<file path="config.mk">
export PLATFORM = sky130hd
export DESIGN_NAME = cub_top
export DESIGN_NICKNAME = d
export VERILOG_FILES = /design/src/hw/cub_pkg.sv /design/src/hw/cub_lvl_if.sv /design/src/hw/cub_level.sv /design/src/hw/cub_top.sv
export VERILOG_INCLUDE_DIRS = /design/src /design/src/hw
export SDC_FILE = /design/constraint.sdc
export NUM_CORES = 1
export LEC_CHECK = 0
export ABC_AREA = 1
export BUFFER_PORTS_ARGS = -buffer_cell sky130_fd_sc_hd__clkbuf_2
export CORE_MARGIN = 4
export CORE_UTILIZATION = 40
export CTS_CLUSTER_DIAMETER = 120
export DETAILED_ROUTE_END_ITERATION = 12
export PLACE_DENSITY_LB_ADDON = 0.12
export SLEW_MARGIN = 40
export SYNTH_ARGS = -nofsm -noshare
export SYNTH_HDL_FRONTEND = slang
export SYNTH_HIERARCHICAL = 1
export SYNTH_SLANG_ARGS = --single-unit
</file>
<file path="constraint.sdc">
create_clock -name mclk -period 22.9 [get_ports mclk]
set_input_delay 3.435 -clock mclk [delete_from_list [all_inputs] [get_ports mclk]]
set_output_delay 3.435 -clock mclk [all_outputs]
set_load 0.05 [all_outputs]
</file>
<file path="src/hw/cub_cfg.svh">
// constants of the current unbalance protection block
`ifndef CUB_CFG_SVH
`define CUB_CFG_SVH

// ---------------------------------------------------------------
// percentage arithmetic
// ---------------------------------------------------------------
`define CUB_PCT_SCALE    7'd100
`define CUB_SUFF_NUM     7'd10
`define CUB_NF_MAX_MUL   2'd2
`define CUB_NF_RATED_MUL 2'd3

// ---------------------------------------------------------------
// settings: ranges and defaults
// ---------------------------------------------------------------
`define CUB_PCT_MIN      7'd10
`define CUB_PCT_MAX      7'd90
`define CUB_PCT_DEF      7'd50
`define CUB_DLY_MIN      16'd100
`define CUB_DLY_MAX      16'd60000
`define CUB_DLY_DEF      16'd1000
`define CUB_OPER_DEF     1'b0
`define CUB_SONLY_DEF    1'b0

// ---------------------------------------------------------------
// timing
// ---------------------------------------------------------------
`define CUB_CLK_NS       10
`define CUB_MS_NS        1000000
`define CUB_LAT_CYC      2

`endif

</file>
<file path="src/hw/cub_pkg.sv">
// types of the current unbalance protection block
package cub_pkg;

  typedef enum logic [1:0] {
    CUB_IDLE,
    CUB_TIMING,
    CUB_TRIPPED
  } cub_state_t;

  typedef logic [6:0]  cub_pct_t;
  typedef logic [15:0] cub_ms_t;

endpackage : cub_pkg

</file>
<file path="src/hw/cub_lvl_if.sv">
// level flags passed from the analogue stage to the decision logic
interface cub_lvl_if;
  logic unbalFlag;
  logic sufficientLevelFlag;
  logic nonFaultLevelFlag;

  modport producer (output unbalFlag, sufficientLevelFlag,
                    nonFaultLevelFlag);
  modport consumer (input  unbalFlag, sufficientLevelFlag,
                    nonFaultLevelFlag);
endinterface : cub_lvl_if

</file>
<file path="src/hw/cub_level.sv">
// analogue signal processing: max, min and level comparisons
`include "cub_cfg.svh"
module cub_level
  import cub_pkg::*;
#(
  parameter int CUR_W = 16
) (
  input  wire logic             mclk,
  input  wire logic             sys_rst,
  input  wire logic [CUR_W-1:0] phase1RmsCurrent,
  input  wire logic [CUR_W-1:0] phase2RmsCurrent,
  input  wire logic [CUR_W-1:0] phase3RmsCurrent,
  input  wire logic [CUR_W-1:0] ratedCurrent,
  input  wire cub_pct_t         startPct,
  cub_lvl_if.producer           lvl
);
  localparam int PW = CUR_W + 8;

  function automatic logic [CUR_W-1:0] pick(input logic [CUR_W-1:0] a,
                                            input logic [CUR_W-1:0] b,
                                            input logic             big);
    if (big) begin
      pick = (a > b) ? a : b;
    end else begin
      pick = (a < b) ? a : b;
    end
  endfunction : pick

  logic [CUR_W-1:0] curMax;
  logic [CUR_W-1:0] curMin;
  logic [PW-1:0]    diffScaled;
  logic [PW-1:0]    limScaled;
  logic [PW-1:0]    maxWide;
  logic [PW-1:0]    ratedWide;
  logic             unbalD, suffD, nfD;
  logic             unbalQ, suffQ, nfQ;

  // ---------------------------------------------------------------
  // comparisons, done in products so no divider is needed
  // ---------------------------------------------------------------
  always_comb begin
    curMax = pick(pick(phase1RmsCurrent, phase2RmsCurrent, 1'b1),
                  phase3RmsCurrent, 1'b1);
    curMin = pick(pick(phase1RmsCurrent, phase2RmsCurrent, 1'b0),
                  phase3RmsCurrent, 1'b0);
    // widen before multiplying: the products do not fit in CUR_W
    maxWide    = PW'(curMax);
    ratedWide  = PW'(ratedCurrent);
    diffScaled = PW'(curMax - curMin) * PW'(`CUB_PCT_SCALE);
    limScaled  = maxWide * PW'(startPct);
    unbalD = diffScaled > limScaled;
    suffD  = maxWide * PW'(`CUB_SUFF_NUM) > ratedWide;
    nfD    = maxWide * PW'(`CUB_NF_MAX_MUL)
             < ratedWide * PW'(`CUB_NF_RATED_MUL);
  end

  always_ff @(posedge mclk) begin
    if (sys_rst) begin
      unbalQ <= 1'b0;
      suffQ  <= 1'b0;
      nfQ    <= 1'b0;
    end else begin
      unbalQ <= unbalD;
      suffQ  <= suffD;
      nfQ    <= nfD;
    end
  end

  assign lvl.unbalFlag           = unbalQ;
  assign lvl.sufficientLevelFlag = suffQ;
  assign lvl.nonFaultLevelFlag   = nfQ;

endmodule : cub_level

</file>
<file path="src/hw/cub_top.sv">
// current unbalance protection: settings, start, delay, trip, events
`include "cub_cfg.svh"

module cub_top
  import cub_pkg::*;
#(
  parameter int CUR_W      = 16,
  parameter int CYC_PER_MS = `CUB_MS_NS / `CUB_CLK_NS
) (
  input  wire logic             mclk,
  input  wire logic             sys_rst,
  input  wire logic [CUR_W-1:0] phase1RmsCurrent,
  input  wire logic [CUR_W-1:0] phase2RmsCurrent,
  input  wire logic [CUR_W-1:0] phase3RmsCurrent,
  input  wire logic [CUR_W-1:0] ratedCurrent,
  input  wire logic             operationOn,
  input  wire logic             startSignalOnly,
  input  wire cub_pct_t         startCurrentPct,
  input  wire cub_ms_t          timeDelayMs,
  input  wire logic             blockInput,
  output logic                  generalStartOut,
  output logic                  generalTripOut,
  output logic                  startOnEvent,
  output logic                  startOffEvent,
  output logic                  tripOnEvent,
  output logic                  tripOffEvent
);
  localparam int PRE_W = $clog2(CYC_PER_MS + 1);
  localparam logic [PRE_W-1:0] PRE_LAST = PRE_W'(CYC_PER_MS - 1);
  localparam logic [PRE_W-1:0] PRE_LAT  = PRE_W'(`CUB_LAT_CYC);

  // ---------------------------------------------------------------
  // settings range limiting
  // ---------------------------------------------------------------
  function automatic cub_pct_t clampPct(input cub_pct_t v);
    if (v < `CUB_PCT_MIN) begin
      clampPct = `CUB_PCT_MIN;
    end else if (v > `CUB_PCT_MAX) begin
      clampPct = `CUB_PCT_MAX;
    end else begin
      clampPct = v;
    end
  endfunction : clampPct

  function automatic cub_ms_t clampDly(input cub_ms_t v);
    if (v < `CUB_DLY_MIN) begin
      clampDly = `CUB_DLY_MIN;
    end else if (v > `CUB_DLY_MAX) begin
      clampDly = `CUB_DLY_MAX;
    end else begin
      clampDly = v;
    end
  endfunction : clampDly

  // ---------------------------------------------------------------
  // event pulses
  // ---------------------------------------------------------------
  // one helper for all four pulses keeps on and off symmetric
  function automatic logic edgeTo(input logic now,
                                  input logic was,
                                  input logic level);
    edgeTo = (now == level) && (was != level);
  endfunction : edgeTo

  // ---------------------------------------------------------------
  // settings stage
  // ---------------------------------------------------------------
  // settings are held here so that reset puts the function in its
  // default (Off) setup regardless of what drives the ports
  logic     operQ, operD;
  logic     sOnlyQ, sOnlyD;
  cub_pct_t pctQ, pctD;
  cub_ms_t  dlyQ, dlyD;

  always_comb begin
    operD  = operationOn;
    sOnlyD = startSignalOnly;
    pctD   = clampPct(startCurrentPct);
    dlyD   = clampDly(timeDelayMs);
  end

  always_ff @(posedge mclk) begin
    if (sys_rst) begin
      operQ  <= `CUB_OPER_DEF;
      sOnlyQ <= `CUB_SONLY_DEF;
      pctQ   <= `CUB_PCT_DEF;
      dlyQ   <= `CUB_DLY_DEF;
    end else begin
      operQ  <= operD;
      sOnlyQ <= sOnlyD;
      pctQ   <= pctD;
      dlyQ   <= dlyD;
    end
  end

  // ---------------------------------------------------------------
  // analogue stage
  // ---------------------------------------------------------------
  cub_lvl_if lvl ();

  cub_level #(
    .CUR_W (CUR_W)
  ) uLevel (
    .mclk             (mclk),
    .sys_rst          (sys_rst),
    .phase1RmsCurrent (phase1RmsCurrent),
    .phase2RmsCurrent (phase2RmsCurrent),
    .phase3RmsCurrent (phase3RmsCurrent),
    .ratedCurrent     (ratedCurrent),
    .startPct         (pctQ),
    .lvl              (lvl)
  );

  // ---------------------------------------------------------------
  // decision logic
  // ---------------------------------------------------------------
  logic             enabled;
  logic             startCond;
  cub_state_t       stateQ, stateD;
  logic [PRE_W-1:0] preQ, preD;
  cub_ms_t          msQ, msD;
  logic             startQ, startD;
  logic             tripQ, tripD;
  logic             stOnQ, stOnD, stOffQ, stOffD;
  logic             trOnQ, trOnD, trOffQ, trOffD;

  always_comb begin
    // block is not registered, so it silences one edge before Off
    enabled   = operQ && !blockInput;
    startCond = enabled && lvl.unbalFlag && lvl.sufficientLevelFlag
                && lvl.nonFaultLevelFlag;
    stateD = stateQ;
    preD   = preQ;
    msD    = msQ;
    startD = startCond;
    tripD  = 1'b0;
    if (!startCond) begin
      stateD = CUB_IDLE;
      preD   = '0;
      msD    = '0;
    end else begin
      case (stateQ)
        CUB_IDLE: begin
          // the flags already lag the currents; preload that lag
          stateD = CUB_TIMING;
          preD   = PRE_LAT;
          msD    = '0;
        end
        CUB_TIMING: begin
          // prescaler wraps once per millisecond of delay
          if (preQ >= PRE_LAST) begin
            preD = '0;
            msD  = msQ + 16'h0001;
          end else begin
            preD = preQ + PRE_W'(1);
          end
          if (msD >= dlyQ) begin
            stateD = CUB_TRIPPED;
          end
        end
        CUB_TRIPPED: begin
          // held until the start condition drops
          stateD = CUB_TRIPPED;
        end
        default: begin
          stateD = CUB_IDLE;
        end
      endcase
      // start-only masks trip only; clearing it trips at once
      tripD = (stateD == CUB_TRIPPED) && !sOnlyQ;
    end
    stOnD  = edgeTo(startD, startQ, 1'b1);
    stOffD = edgeTo(startD, startQ, 1'b0);
    trOnD  = edgeTo(tripD, tripQ, 1'b1);
    trOffD = edgeTo(tripD, tripQ, 1'b0);
  end

  always_ff @(posedge mclk) begin
    if (sys_rst) begin
      stateQ <= CUB_IDLE;
      preQ   <= '0;
      msQ    <= '0;
      startQ <= 1'b0;
      tripQ  <= 1'b0;
      stOnQ  <= 1'b0;
      stOffQ <= 1'b0;
      trOnQ  <= 1'b0;
      trOffQ <= 1'b0;
    end else begin
      stateQ <= stateD;
      preQ   <= preD;
      msQ    <= msD;
      startQ <= startD;
      tripQ  <= tripD;
      stOnQ  <= stOnD;
      stOffQ <= stOffD;
      trOnQ  <= trOnD;
      trOffQ <= trOffD;
    end
  end

  assign generalStartOut = startQ;
  assign generalTripOut  = tripQ;
  assign startOnEvent    = stOnQ;
  assign startOffEvent   = stOffQ;
  assign tripOnEvent     = trOnQ;
  assign tripOffEvent    = trOffQ;

endmodule : cub_top

</file>
==> flow_summary.ini <==
[clocking]
htree_levels = 3
clock-sinks = 69
numCtsBuffers = 9
worstSkewPairLatency_ps = 330
clock-root-buffer = clkbuf_16
postCtsHoldBufs = 0
post_cts_buffers = 0
path_clk_slew_ps = 60
post_cts_resized = 0
cts_tree = built
clk_path_buf_depth = 2

[worst_hold_path]
hold_path_depth = 1
holdPathEnd = startOnEvent$_SDFF_PP0_
hp-class = flip-flop to flip-flop
holdCritStartpoint = generalStartOut$_SDFF_PP0_

[finish]
final_cell_mix = 384 x inv_1, 348 x nand2_1, 263 x ha_1
area_delta_synth_final_pct = 9.36
final_common_cell = inv_1
layout-drive-gt1-share_pct = 10.2
final_nets = 2506
n_antenna_cell = 0

[synth]
ys_ff_latch = 69
synthFlopType = dfxtp_1
syn_nets = 2426
synth_cell_types = 54
syn_area_sq_um = 13900
yosysTopAreaCellShare_pct = 23.6
netlist_top_cells_area = ha_1 24%, fa_1 13%, inv_1 10%, dfxtp_1 9.9%, nand2_1 9.4%
ys_seq_area_share_pct = 9.93
async_reset_ff_share_pct = 0
yosysTopAreaCell = ha_1
avgSynthCellArea_sq_um = 7.02
ys_warn_count = 6
synthCells = 1983
synth-edff-count = 0

[floorplanning]
die_area_sq_um = 37800
core_sq_um = 34500
fp-row-count = 68
start_util_pct = 40.4
io_pins = 98
die_h_microns = 195
die_x_microns = 195

[critical_path]
rr_startpoint = pctQ[2]$_SDFF_PP0_
ff2ff_setup_slack_ps = 16360
crit_arrival_ps = 13070
path_max_fanout = 32
crit_start = phase2RmsCurrent[3]
cp.required_ps = 23110
r2r_cells = 36
cp_common_cell = nand2_1
end_kind = flip-flop
slowest_stage = fa_1
critPathLaunchType = input port
worst_path_largest_cell_delay_ps = 550
r2r_end = uLevel/lvl.unbalFlag$_SDFF_PP0_
criticalPathCategory = input port to flip-flop

[global_routing]
grt.total_usage_pct = 19.1
antenna_found_initial = 0
grt_pass1_wl_mm = 60.7
grt_remaining_overflow = 0
grt_pass1_vias = 12500
grt_max_degree = 35

[routing]
via_count = 12600
firstDrtPassIters = 5
post-route-drc-count = 0
drtAntennaViolNets = 0
routed_wl_mm = 36.2
post_drt_wl_per_cell_microns = 14.3
initialDrtViolationCount = 546
vias_per_cell = 5.01

[timing]
setup_viol = 0
fmax_ghz = 0.0778
worstMarginPinSlew_ps = 642
hold_viol = 0
period_share_pct = 56.1
finalSetupTns_ps = 0
slew_headroom_pct = 57.1
slew_viol_final = 0
fin_skew_ps = 8.85
timing.final.crit_period_ps = 12850
rsz0062_at_grt = false

[place]
io_buffer_count = 97
hpwl_mm = 30.5
gp_congestion = 0.884

[outcome]
status = finished, final reports clean

[job]
drv_cap = 0
-- routing by layer --
metal  share of wire (%)  global-route usage, %  up-vias
li1                    -                      -     6535
met1                  49                   26.7     5839
met2                  46                   31.9      232
met5                   0                      0        -
met3                 3.7                   2.43       23
met4                 1.4                   3.46        0
-- logic make-up (layout without fill, tap and decap cells) --
group,after synthesis,after routing,share of synthesized area (%)
compound gates,312,312,12.7
fa+ha+maj,351,351,36.3
simple gates,730,730,23.5
flops,69,69,9.93
buf+inv,434,519,12.0
xor+xnor,87,87,5.53
-- state kept, by name, summed over array words and instances, names as in the netlist --
name	cells
dlyQ	16
generalStartOut	1
generalTripOut	1
msQ	16
operQ	1
pctQ	7
preQ	17
sOnlyQ	1
startOffEvent	1
startOnEvent	1
stateQ	2
tripOffEvent	1
tripOnEvent	1
uLevel/lvl.nonFaultLevelFlag	1
uLevel/lvl.sufficientLevelFlag	1
uLevel/lvl.unbalFlag	1
-- cells in the mapped netlist, types with 3 or more instances --
| library cell | instances |
|---|---|
| inv_1 | 385 |
| nand2_1 | 348 |
| ha_1 | 263 |
| nor2_1 | 177 |
| a21oi_1 | 152 |
| fa_1 | 88 |
| o21ai_0 | 77 |
| nand3_1 | 72 |
| dfxtp_1 | 69 |
| xor2_1 | 62 |
| nand4_1 | 38 |
| clkbuf_1 | 27 |
| nand2_2 | 27 |
| xnor2_1 | 24 |
| nor3_1 | 19 |
| o21ai_1 | 13 |
| o21bai_1 | 12 |
| a21o_1 | 10 |
| inv_2 | 10 |
| nand3_2 | 10 |
| o21ai_2 | 8 |
| or2_2 | 8 |
| a211oi_1 | 7 |
| o211ai_1 | 7 |
| buf_2 | 6 |
| nand3b_1 | 5 |
| nor4_1 | 5 |
| nand2_4 | 4 |
| nor2_4 | 4 |
| o2111ai_1 | 4 |
| o21a_1 | 4 |
| a31oi_1 | 3 |
| buf_6 | 3 |
| nand3_4 | 3 |
| o221a_2 | 3 |
| o31ai_1 | 3 |
| or2_1 | 3 |
-- layout make-up --
cell class	count	area [sq um]
multi-input cells	1480	10900
inverters	396	1490
flip-flops and latches	69	1380
repair buffers	107	561
fillers	3643	19200
clock inverters	3	90.1
clock buffers	13	270
well taps	455	569
-- how the worst max path moves through the flow --
stage	end	slack (ps)	cells past startpoint
global route	uLevel/lvl.unbalFlag$_SDFF_PP0_	8980	59
CTS	uLevel/lvl.unbalFlag$_SDFF_PP0_	9950	59
global placement	uLevel/lvl.unbalFlag$_SDFF_PP0_	9660	55
detailed placement	uLevel/lvl.unbalFlag$_SDFF_PP0_	9630	59
finish	uLevel/lvl.unbalFlag$_SDFF_PP0_	10050	58
floorplan	uLevel/lvl.unbalFlag$_SDFF_PP0_	11050	61
-- through the flow --
step	hold slack, ps	cells	setup WS, ps	utilization, %	instance area, sq um
global route	477	2523	8980	44.2	15200
detailed placement	430	2507	9630	43.1	14900
CTS	443	2523	9950	44.2	15200
floorplan	447	1983	11050	-	13900
global placement	421	2507	9660	43.1	14900
finish	437	2523	10050	44.2	15200
-- worst max-delay path: cells and delay by family --
kind                     cells  cell delay (ps)
adder cells (fa/ha/maj)      8             3280
AND/OR/NAND/NOR             31             3760
XOR/XNOR                     1              150
AO/OA/AOI/OAI                8             1460
buffers and inverters       10              950
Power is not shown: default switching activity piles up to over one toggle a cycle in this logic, so the estimate is an artifact.
